`config.mk`:
```
export PLATFORM = sky130hd
export DESIGN_NAME = dcde_eval
export DESIGN_NICKNAME = d
export VERILOG_FILES = /design/src/logic/dcde_pkg.sv /design/src/logic/dcde_div.sv /design/src/logic/dcde_eval.sv
export SDC_FILE = /design/constraint.sdc
export NUM_CORES = 1
export LEC_CHECK = 0
export BUFFER_PORTS_ARGS = -buffer_cell sky130_fd_sc_hd__buf_2
export CORE_MARGIN = 8
export CORE_UTILIZATION = 60
export DETAILED_ROUTE_END_ITERATION = 10
export GPL_TIMING_DRIVEN = 1
export HOLD_SLACK_MARGIN = 0.12
export PLACE_DENSITY = 0.84
export REMOVE_ABC_BUFFERS = 1
export SYNTH_ARGS = -nofsm -noshare
export SYNTH_HDL_FRONTEND = slang
export SYNTH_SLANG_ARGS = --single-unit
```
`constraint.sdc`:
```
create_clock -name clk -period 5.6 [get_ports clk]
set_clock_uncertainty 0.1 [all_clocks]
set_input_delay 0.28 -clock clk [delete_from_list [all_inputs] [get_ports clk]]
set_output_delay 0.28 -clock clk [all_outputs]
set_load 0.05 [all_outputs]
```
`src/logic/dcde_pkg.sv`:
```
package dcde_pkg;

  // ----------------------------------------------------------------
  // Timing
  // ----------------------------------------------------------------
  localparam int unsigned CLK_MHZ      = 100;
  localparam int unsigned TICK_MS      = 10;
  localparam int unsigned TICK_CYC     = TICK_MS * CLK_MHZ * 1000;
  localparam int unsigned LOGIC_US     = 4000;
  localparam int unsigned LOGIC_CYC    = LOGIC_US * CLK_MHZ;
  localparam int unsigned DISC_MAX_MS  = 30000;
  localparam int unsigned DISC_MAX_TK  = DISC_MAX_MS / TICK_MS;
  localparam int unsigned TMR_W        = 12;

  // ----------------------------------------------------------------
  // Register map
  // ----------------------------------------------------------------
  localparam logic [7:0]  ADDR_CTRL    = 8'h00;
  localparam logic [7:0]  ADDR_DISC    = 8'h04;
  localparam logic [7:0]  ADDR_STATUS  = 8'h08;
  localparam logic [7:0]  ADDR_INPUTS  = 8'h0C;

  localparam int unsigned CTRL_MODE    = 0;
  localparam int unsigned CTRL_TWO_OUT = 1;
  localparam int unsigned CTRL_SAME    = 2;
  localparam logic [2:0]  CTRL_RST     = 3'h2;
  localparam logic [TMR_W-1:0] DISC_RST = 12'h000;

  localparam int unsigned ST_STATE_LSB = 0;
  localparam int unsigned ST_ENABLE    = 2;
  localparam int unsigned ST_DERR      = 3;
  localparam int unsigned ST_FAULT     = 4;
  localparam int unsigned ST_ARMED     = 5;
  localparam int unsigned ST_RUN       = 6;
  localparam int unsigned ST_TMR_LSB   = 16;

  // ----------------------------------------------------------------
  // Types
  // ----------------------------------------------------------------
  typedef enum logic [1:0] {
    DCDE_DEACT  = 2'b00,
    DCDE_DISC   = 2'b01,
    DCDE_ACTIVE = 2'b10,
    DCDE_ERROR  = 2'b11
  } dcde_state_t;

  typedef enum logic {
    DCDE_EQUIV = 1'b0,
    DCDE_COMPL = 1'b1
  } dcde_mode_t;

endpackage

```
`src/logic/dcde_div.sv`:
```
`timescale 1ns/1ps

module dcde_div #(
  parameter int unsigned DIV = 10
) (
  input  wire logic clk,
  input  wire logic sys_rst,
  output logic      tick
);

  localparam int unsigned W = (DIV > 1) ? $clog2(DIV) : 1;

  logic [W-1:0] cnt_q;

  generate
    if (DIV < 1) begin : g_bad_div
      $error("dcde_div: DIV must be at least 1");
    end
  endgenerate

  // ----------------------------------------------------------------
  // Divider
  // ----------------------------------------------------------------
  // Tick stays a single cycle wide so every consumer counts it once
  always_ff @(posedge clk) begin
    if (sys_rst) begin
      cnt_q <= '0;
    end else if (cnt_q == W'(DIV - 1)) begin
      cnt_q <= '0;
    end else begin
      cnt_q <= cnt_q + 1'b1;
    end
  end

  always_ff @(posedge clk) begin
    if (sys_rst) begin
      tick <= 1'b0;
    end else begin
      tick <= (cnt_q == W'(DIV - 1));
    end
  end

endmodule

```
`src/logic/dcde_eval.sv`:
```
// Our own choices: the register offsets and register access over APB.
`timescale 1ns/1ps

// Notes on behaviour
// Equivalent: 00 off, mixed discrepant, 11 active
// Complementary: 01 off, equal discrepant, 10 active
// Discrepancy time is software configurable
// Timeout forces error, enable low, error high
// Timer restarts on first change into discrepant
// Zero discrepancy time never starts the timer
// Error output held while off or discrepant
// Active needs an off state since last active
// Active only before timeout with correct sequence
// Reaching active clears the latched error
// Wrong combination or order raises fault output
// Configurer picks time above logic cycle
// Timing accurate to one tick plus cycle
// Tested sensors need time above test gap
// Same source pair acts as single channel
// Time is zero or 10 to 30000 ms
// One or two outputs option
// Evaluate once per logic cycle, 10 ms ticks
// Reset: timer stopped, outputs low
module dcde_eval #(
  parameter int unsigned TICK_CYCLES  = dcde_pkg::TICK_CYC,
  parameter int unsigned LOGIC_CYCLES = dcde_pkg::LOGIC_CYC
) (
  input  wire logic        clk,
  input  wire logic        sys_rst,
  input  wire logic        in_a,
  input  wire logic        in_b,
  output logic             enable_o,
  output logic             disc_err_o,
  output logic             fault_o,
  input  wire logic        psel,
  input  wire logic        penable,
  input  wire logic        pwrite,
  input  wire logic [7:0]  paddr,
  input  wire logic [31:0] pwdata,
  output logic [31:0]      prdata,
  output logic             pready,
  output logic             pslverr
);

  localparam int unsigned TW = dcde_pkg::TMR_W;

  generate
    if (TICK_CYCLES < 1 || LOGIC_CYCLES < 1) begin : g_bad_par
      $error("dcde_eval: divider counts must be at least 1");
    end
  endgenerate

  // ----------------------------------------------------------------
  // Declarations
  // ----------------------------------------------------------------
  logic                 a_meta_q;
  logic                 a_sync_q;
  logic                 b_meta_q;
  logic                 b_sync_q;
  logic                 a_q;
  logic                 b_q;
  logic                 tick_en;
  logic                 lc_en;
  logic [2:0]           ctrl_q;
  logic [TW-1:0]        disc_q;
  dcde_pkg::dcde_state_t state_q;
  dcde_pkg::dcde_state_t state_d;
  dcde_pkg::dcde_state_t cls;
  logic                 armed_q;
  logic                 armed_d;
  logic                 en_q;
  logic                 en_d;
  logic                 derr_q;
  logic                 derr_d;
  logic                 fault_q;
  logic                 fault_d;
  logic                 run_q;
  logic [TW-1:0]        tmr_q;
  logic                 tmr_start;
  logic                 tmr_stop;
  logic                 timeout;
  logic                 timing_on;
  logic                 same_src;
  dcde_pkg::dcde_mode_t mode;
  logic                 wr_acc;
  logic                 rd_setup;
  logic                 in_vld_q;
  logic                 lc_eval;

  // ----------------------------------------------------------------
  // Input synchronisers
  // ----------------------------------------------------------------
  // Sensor lines are asynchronous to clk, so each passes two flops
  always_ff @(posedge clk) begin
    if (sys_rst) begin
      a_meta_q <= 1'b0;
      a_sync_q <= 1'b0;
      b_meta_q <= 1'b0;
      b_sync_q <= 1'b0;
    end else begin
      a_meta_q <= in_a;
      a_sync_q <= a_meta_q;
      b_meta_q <= in_b;
      b_sync_q <= b_meta_q;
    end
  end

  // ----------------------------------------------------------------
  // Time bases
  // ----------------------------------------------------------------
  dcde_div #(
    .DIV (TICK_CYCLES)
  ) u_tick (
    .clk     (clk),
    .sys_rst (sys_rst),
    .tick    (tick_en)
  );

  dcde_div #(
    .DIV (LOGIC_CYCLES)
  ) u_lcyc (
    .clk     (clk),
    .sys_rst (sys_rst),
    .tick    (lc_en)
  );

  // Inputs are frozen per logic cycle, as the controller samples them
  always_ff @(posedge clk) begin
    if (sys_rst) begin
      a_q      <= 1'b0;
      b_q      <= 1'b0;
      in_vld_q <= 1'b0;
    end else if (lc_en) begin
      a_q      <= a_sync_q;
      b_q      <= b_sync_q;
      in_vld_q <= 1'b1;
    end
  end

  // ----------------------------------------------------------------
  // Classification
  // ----------------------------------------------------------------
  function automatic dcde_pkg::dcde_state_t classify(
    input dcde_pkg::dcde_mode_t m,
    input logic                 sa,
    input logic                 a,
    input logic                 b
  );
    dcde_pkg::dcde_state_t c;
    c = dcde_pkg::DCDE_DISC;
    if (sa) begin
      // Single channel: channel A alone decides
      c = a ? dcde_pkg::DCDE_ACTIVE : dcde_pkg::DCDE_DEACT;
    end else if (m == dcde_pkg::DCDE_EQUIV) begin
      if (!a && !b) begin
        c = dcde_pkg::DCDE_DEACT;
      end else if (a && b) begin
        c = dcde_pkg::DCDE_ACTIVE;
      end
    end else begin
      if (!a && b) begin
        c = dcde_pkg::DCDE_DEACT;
      end else if (a && !b) begin
        c = dcde_pkg::DCDE_ACTIVE;
      end
    end
    return c;
  endfunction

  assign mode      = dcde_pkg::dcde_mode_t'(ctrl_q[dcde_pkg::CTRL_MODE]);
  assign same_src  = ctrl_q[dcde_pkg::CTRL_SAME];
  assign cls       = classify(mode, same_src, a_q, b_q);
  assign timing_on = (disc_q != '0) && !same_src;
  assign timeout   = run_q && timing_on && (tmr_q >= disc_q);
  // Reset zeros in a_q/b_q are no real off state, so they may not arm
  assign lc_eval   = lc_en && in_vld_q;

  // ----------------------------------------------------------------
  // Evaluation
  // ----------------------------------------------------------------
  always_comb begin
    state_d   = state_q;
    armed_d   = armed_q;
    en_d      = 1'b0;
    derr_d    = derr_q;
    fault_d   = fault_q;
    tmr_start = 1'b0;
    tmr_stop  = 1'b0;
    case (state_q)
      dcde_pkg::DCDE_ERROR: begin
        // Error persists until the pair returns to its off state
        if (cls == dcde_pkg::DCDE_DEACT) begin
          state_d  = dcde_pkg::DCDE_DEACT;
          armed_d  = 1'b1;
          tmr_stop = 1'b1;
        end
      end
      default: begin
        if (timeout) begin
          state_d  = dcde_pkg::DCDE_ERROR;
          derr_d   = 1'b1;
          fault_d  = 1'b1;
          tmr_stop = 1'b1;
        end else begin
          case (cls)
            dcde_pkg::DCDE_DEACT: begin
              state_d  = dcde_pkg::DCDE_DEACT;
              armed_d  = 1'b1;
              tmr_stop = 1'b1;
            end
            dcde_pkg::DCDE_ACTIVE: begin
              // Holding the pair active is no new activation
              if (armed_q || state_q == dcde_pkg::DCDE_ACTIVE) begin
                state_d  = dcde_pkg::DCDE_ACTIVE;
                en_d     = 1'b1;
                derr_d   = 1'b0;
                fault_d  = 1'b0;
                armed_d  = 1'b0;
                tmr_stop = 1'b1;
              end else begin
                // Active pattern without an off state is a bad sequence
                state_d = dcde_pkg::DCDE_DISC;
                fault_d = 1'b1;
                if (state_q != dcde_pkg::DCDE_DISC && timing_on) begin
                  tmr_start = 1'b1;
                end
              end
            end
            default: begin
              state_d = dcde_pkg::DCDE_DISC;
              if (state_q != dcde_pkg::DCDE_DISC && timing_on) begin
                tmr_start = 1'b1;
              end
            end
          endcase
        end
      end
    endcase
  end

  always_ff @(posedge clk) begin
    if (sys_rst) begin
      state_q <= dcde_pkg::DCDE_DEACT;
      armed_q <= 1'b0;
    end else if (lc_eval) begin
      state_q <= state_d;
      armed_q <= armed_d;
    end
  end

  always_ff @(posedge clk) begin
    if (sys_rst) begin
      en_q    <= 1'b0;
      derr_q  <= 1'b0;
      fault_q <= 1'b0;
    end else if (lc_eval) begin
      en_q    <= en_d;
      derr_q  <= derr_d;
      fault_q <= fault_d;
    end
  end

  // ----------------------------------------------------------------
  // Discrepancy timer
  // ----------------------------------------------------------------
  // Counts whole ticks, so a timeout lands within one tick plus one
  // logic cycle of the set time; saturates rather than wrapping
  always_ff @(posedge clk) begin
    if (sys_rst) begin
      run_q <= 1'b0;
      tmr_q <= '0;
    end else if (lc_eval && tmr_start) begin
      run_q <= 1'b1;
      tmr_q <= '0;
    end else if (lc_eval && tmr_stop) begin
      run_q <= 1'b0;
      tmr_q <= '0;
    end else if (tick_en && run_q && tmr_q != '1) begin
      tmr_q <= tmr_q + 1'b1;
    end
  end

  // ----------------------------------------------------------------
  // Outputs
  // ----------------------------------------------------------------
  always_ff @(posedge clk) begin
    if (sys_rst) begin
      enable_o   <= 1'b0;
      disc_err_o <= 1'b0;
      fault_o    <= 1'b0;
    end else begin
      enable_o   <= en_q && (state_q == dcde_pkg::DCDE_ACTIVE);
      disc_err_o <= derr_q && ctrl_q[dcde_pkg::CTRL_TWO_OUT];
      fault_o    <= fault_q;
    end
  end

  // ----------------------------------------------------------------
  // APB slave
  // ----------------------------------------------------------------
  // Zero wait states: every access completes in its first access cycle
  assign pready   = 1'b1;
  assign wr_acc   = psel && penable && pwrite;
  assign rd_setup = psel && !penable && !pwrite;

  function automatic logic mapped(input logic [7:0] adr);
    return adr == dcde_pkg::ADDR_CTRL   || adr == dcde_pkg::ADDR_DISC ||
           adr == dcde_pkg::ADDR_STATUS || adr == dcde_pkg::ADDR_INPUTS;
  endfunction

  assign pslverr = psel && penable && !mapped(paddr);

  always_ff @(posedge clk) begin
    if (sys_rst) begin
      ctrl_q <= dcde_pkg::CTRL_RST;
    end else if (wr_acc && paddr == dcde_pkg::ADDR_CTRL) begin
      ctrl_q <= pwdata[2:0];
    end
  end

  // Values above the legal span are clamped to the top setting
  always_ff @(posedge clk) begin
    if (sys_rst) begin
      disc_q <= dcde_pkg::DISC_RST;
    end else if (wr_acc && paddr == dcde_pkg::ADDR_DISC) begin
      if (pwdata[31:0] > dcde_pkg::DISC_MAX_TK) begin
        disc_q <= TW'(dcde_pkg::DISC_MAX_TK);
      end else begin
        disc_q <= pwdata[TW-1:0];
      end
    end
  end

  // Read data is captured in the setup cycle and shown in the access
  always_ff @(posedge clk) begin
    if (sys_rst) begin
      prdata <= 32'h0000_0000;
    end else if (rd_setup) begin
      prdata <= 32'h0000_0000;
      case (paddr)
        dcde_pkg::ADDR_CTRL: begin
          prdata[2:0] <= ctrl_q;
        end
        dcde_pkg::ADDR_DISC: begin
          prdata[TW-1:0] <= disc_q;
        end
        dcde_pkg::ADDR_STATUS: begin
          prdata[dcde_pkg::ST_STATE_LSB +: 2] <= state_q;
          prdata[dcde_pkg::ST_ENABLE]         <= en_q;
          prdata[dcde_pkg::ST_DERR]           <= derr_q;
          prdata[dcde_pkg::ST_FAULT]          <= fault_q;
          prdata[dcde_pkg::ST_ARMED]          <= armed_q;
          prdata[dcde_pkg::ST_RUN]            <= run_q;
          prdata[dcde_pkg::ST_TMR_LSB +: TW]  <= tmr_q;
        end
        dcde_pkg::ADDR_INPUTS: begin
          prdata[0] <= a_q;
          prdata[1] <= b_q;
        end
        default: begin
          prdata <= 32'h0000_0000;
        end
      endcase
    end
  end

endmodule

```
Word-level counts from Yosys, hierarchy flattened
Cells that the tools add are included.

Register bits: 109. Output and inout port bits: 37. Logic and storage cells: 132.

Add/subtract/negate cells: 3. Order comparisons: 2. Eq/ne operators: 13. Muxes and demuxes: 43. Bitwise operators: 1. Reduce and logical (&&, ||, !) cells: 46.

Operator list (count): greater-than comparator 32 x 12 -> 1 bit (second input constant) (1); two-way mux 12 bit (2); logical AND 1 bit (22); two-way mux 1 bit (22); two-way mux 2 bit (11); adder 20 x 1 -> 20 bit (second input constant) (1); == test 20 bit (second input constant) (1); adder 19 x 1 -> 19 bit (second input constant) (1); == test 19 bit (second input constant) (1); == test 8 x 4 -> 1 bit (second input constant) (2); adder 12 x 1 -> 12 bit (second input constant) (1); >= comparator 12 bit (1); != test 12 bit (second input constant) (1); nonzero test 12 bit (1); == test 8 x 3 -> 1 bit (second input constant) (1); logical NOT 8 bit (1); one-hot mux 2 bit (4 select lines) (1); one-hot mux 4 bit (2 select lines) (1); nonzero test 2 bit (4); == test 2 bit (second input constant) (3); logical NOT 1 bit (6); one-hot mux 1 bit (2 select lines) (3); two-way mux 5 bit (1); AND reduction 5 bit (1); 13 further kinds (18).

Logic depth before layout (Yosys ltp)
Word-level depth: 13. Mapped depth: 9. Mapped depth without buffers: 8.

Cells and area by module
From an unflattened synthesis, not the netlist that was laid out.

Cell total of the unflattened synthesis: 591. Area, all modules: 5116.2 um^2.

By module, submodules not included: dcde_eval (instances 1, cells an instance 383, area an instance 3296.9 um^2, seq. area each 1361.3 um^2); dcde_div at u_tick (instances 1, cells an instance 104, area an instance 934.6 um^2, seq. area each 420.4 um^2); dcde_div at u_lcyc (instances 1, cells an instance 104, area an instance 884.6 um^2, seq. area each 400.4 um^2).

Least setup slack after synthesis
No wires, ideal clock.

Kind: register to register. Start: register tmr_q[0]. End: register tmr_q[0]. Arrival time: 2144 ps. Data required time: 5412 ps. Setup slack: 3268 ps. Cell stages (with the launch flop): 10. Buffers on the path: 1. Clock period less this slack: 2332 ps. Cell sequence: dfxtp_1 inv_1 ha_1 nand2b_4 a2111oi_4 nor3b_1 o31a_4 o21a_1 buf_6 nor4_2.

Word-level cells in the longest chain between the ends: 6. Elaborated cells on any way between the ends: 12.

RTL lines: start: declaration (RTL line dcde_eval.sv:78) `logic [TW-1:0] tmr_q;`; start signal: assignment (RTL line dcde_eval.sv:279) `tmr_q <= tmr_q + 1'b1;`; >= comparator 12 bit (RTL line dcde_eval.sv:174) `assign timeout = run_q && timing_on && (tmr_q >= disc_q);`; logical AND 1 bit (RTL line dcde_eval.sv:174); two-way mux 1 bit (RTL line dcde_eval.sv:199) `if (timeout) begin`; two-way mux 1 bit (RTL line dcde_eval.sv:189) `case (state_q)`; logical AND 1 bit, on equally long branches (RTL line dcde_eval.sv:272, dcde_eval.sv:275); OR reduction 3 bit (no line).

Several ways; a longest one is shown, not always the timed one. A chain may end at the register's enable or synchronous reset.

Final worst setup path
Start: register tmr_q[6]. End: register tmr_q[6].

Same word-level chain as after synthesis.

==> flow_summary.toml <==
[worst_hold_path]
hp-start = "pwdata[11]"
whs_path_depth = 4
min_to = "disc_q[10]"
holdCritPathClass = "input pin to flop"

[routing]
num_vias = 4330
ant_nets = 0
wl_per_cell_um = 15.4
drt_wl_total_um = 11500
dr.pass1.iters = 5
via_per_inst = 5.78
route.detailed.drc = 0
drt_iter0_drc = 230

[floorplan]
die_x_um = 108
pin_count = 84
core_um2 = 8260
die_h_um = 108
die-area_um2 = 11700
core.rowCount = 33
start_util_pct = 61.9

[worst_setup_path]
r2r_cells = 7
crit-reg2reg-capture = "tmr_q[6]"
critical_path_class = "flop to flop"
r2r-start = "tmr_q[6]"
cp_max_fo = 14
start_kind = "flop"
arrival_ns = 2.92
cp.required_ns = 5.78
worstSetupEndpointType = "flop"
critPathSlowestCell = "dfxtp_1"
crit_buf_inv = 0
slowest_delay_ns = 0.61
cp_top_family = "compound AO/OA/AOI/OAI gates"
rrSetupSlack_ns = 2.86
crit_chain = "ha_1, nand2_1, nor3_1, o31a_1, o31a_4, o21a_1, nor4_1"

[logic_synthesis]
synth-main-ff-cell = "dfxtp_1"
synth_cells = 565
synth.area.top_cells = "dfxtp_1, nor2_1, xor2_1"
async_reset_ff_share_pct = 0
synth_most_common_cell = "dfxtp_1"
yosys_warnings = 0
synth_common_cells = "dfxtp_1, nor2_1, nand2_1"
yosysTopAreaCell = "dfxtp_1"
synth-seq-cells = 109
seq_area_frac_synth_pct = 42.7
yosysTopAreaCellShare_pct = 42.7
synth_cell_types = 59
synthesis.area_um2 = 5110
avgSynthCellArea_um2 = 9.04
synth_edf_count = 0

[clock_tree]
htreeDepth = 3
cts_sinks = 109
tritoncts = "yes"
path_clk_slew_ns = 0.09
cts_resized = 0
clock_path_buffers = 2
insertion_delay_ns = 0.38
cts_inserted_buffers = 9
clock-root-buffer = "clkbuf_8"

[finish]
design_area_um2 = 5820
drive_gt1_share_pct = 19.3
fill_cells = 637
final_nets = 703
antenna_cells = 0
areaGrowthSynthToFinish_pct = 13.9

[timing]
finalSetupTns_ns = 0
rsz0062_at_grt = "no"
fin_ws_ns = 2.86
fin_hold_ws_ns = 0.146
slew_viol_final = 0
worst_slew_pin_slew_ns = 1.09
fmax_mhz = 365
setup_viol = 0
hold_viol = 0
relSlewSlack_pct = 27.2
period_minus_slack_ns = 2.74
post-route-period-util_pct = 48.9

[power_and_ir_drop]
p_leak_uw = 0.00226
powerDensity_nw_per_um2 = 232
ir_drop_mv = 0.139
p_total_uw = 1350

[place]
port_buffers = 74
placed_area_um2 = 5480
pre_cts_ws_ns = 2.87
place.gp.congestion = 0.890
hpwl_um = 8330

[grt]
grt-ovfl-total = 0
grt_pass1_wl_um = 19200
grt_util_all_layers_pct = 19.9
grt_pass1_vias = 4216
grt_max_degree = 69
antenna_found_initial = 0

[run]
drv_cap = 0

[outcome]
status = "finished, final reports clean"
[per-layer routing]
| metal | vias to the layer above | GRT usage (%) | share of wire, % |
|---|---|---|---|
| met1 | 2042 | 22.8 | 41 |
| met4 | 0 | 8.80 | 2.1 |
| li1 | 2128 | - | - |
| met2 | 141 | 34.0 | 48 |
| met5 | - | 0 | 0 |
| met3 | 19 | 5.12 | 8.5 |
[cell families (layout without fill, tap and decap cells)]
group / Yosys count / after routing / synth area share, %
AO/OA/AOI/OAI: 80 / 80 / 12.4
other: 2 / 9 / 0.147
AND/OR/NAND/NOR: 249 / 249 / 25.6
XOR/XNOR: 45 / 45 / 7.71
flip-flops: 109 / 109 / 42.7
multiplexers: 10 / 10 / 2.45
adder cells (fa/ha/maj): 17 / 17 / 4.16
buffers and inverters: 53 / 125 / 4.87
[power breakdown]
part | total, uW | switching, uW | internal [uW]
Clock | 493 | 261 | 232
Sequential | 783 | 3.05 | 780
Combinational | 72.6 | 46.0 | 26.5
[layout make-up]
cell class                      count  area (um2)  share of cell area, %
Clock buffer                       11         151                   2.60
Clock inverter                      5        57.6                  0.989
Inverter                           20        75.1                   1.29
Multi-Input combinational cell    410        2710                   46.5
Sequential cell                   109        2180                   37.5
Tap cell                          105         131                   2.26
Timing Repair Buffer               89         515                   8.86
[cells in the final DEF, fill, tap and decap left out, types with 4 or more instances in the layout]
cell / count
o221a_2: 7
and3_1: 7
clkbuf_8: 11
xor2_1: 27
a211oi_1: 6
nor4_1: 14
nor2b_1: 14
nor4_2: 11
a22oi_1: 28
nor3_1: 11
nor2_1: 96
inv_1: 20
conb_1: 9
dfxtp_1: 109
nand4_1: 13
buf_2: 74
nand3_1: 25
or2_2: 5
xnor2_1: 18
ha_1: 17
and4_1: 4
a21oi_1: 15
nand2_1: 31
dlygate4sd3_1: 13
mux2i_1: 8
[per-stage QoR]
stage               instances  util [%]
finish                    749      70.5
global route              749      70.5
CTS                       749      70.5
detailed placement        720      66.3
global placement          720      66.3
floorplan                 539         -
[worst max-delay path by stage]
stage	from	endpoint	slack (ns)	cells past startpoint
floorplan	tmr_q[0]	run_q	2.94	8
global placement	paddr[5]	disc_q[9]	2.95	6
detailed placement	paddr[5]	disc_q[8]	2.87	6
CTS	tmr_q[6]	tmr_q[6]	2.88	7
global route	disc_q[11]	tmr_q[6]	2.70	8
finish	tmr_q[6]	tmr_q[6]	2.86	7
[worst reg2reg max path: stages, from the launching register on]
cell	delay, ns
dfxtp_1	0.61
ha_1	0.33
nand2_1	0.10
nor3_1	0.06
o31a_1	0.28
o31a_4	0.40
o21a_1	0.42
nor4_1	0.35
[state kept, by name, summed over array words and instances (netlist names), 2 cells and up]
| signal | cells |
|---|---|
| disc_q | 12 |
| u_lcyc.cnt_q | 19 |
| state_q | 2 |
| u_tick.cnt_q | 20 |
| prdata | 24 |
| tmr_q | 12 |
| ctrl_q | 3 |
[timing repair]
| action | in CTS | in global routing |
|---|---|---|
| endpoints found under the hold margin | 16 | 0 |
| hold buffers | 13 | 0 |
| buffers inserted | 0 | 0 |
No activity file was read; power rests on OpenSTA's default activity.
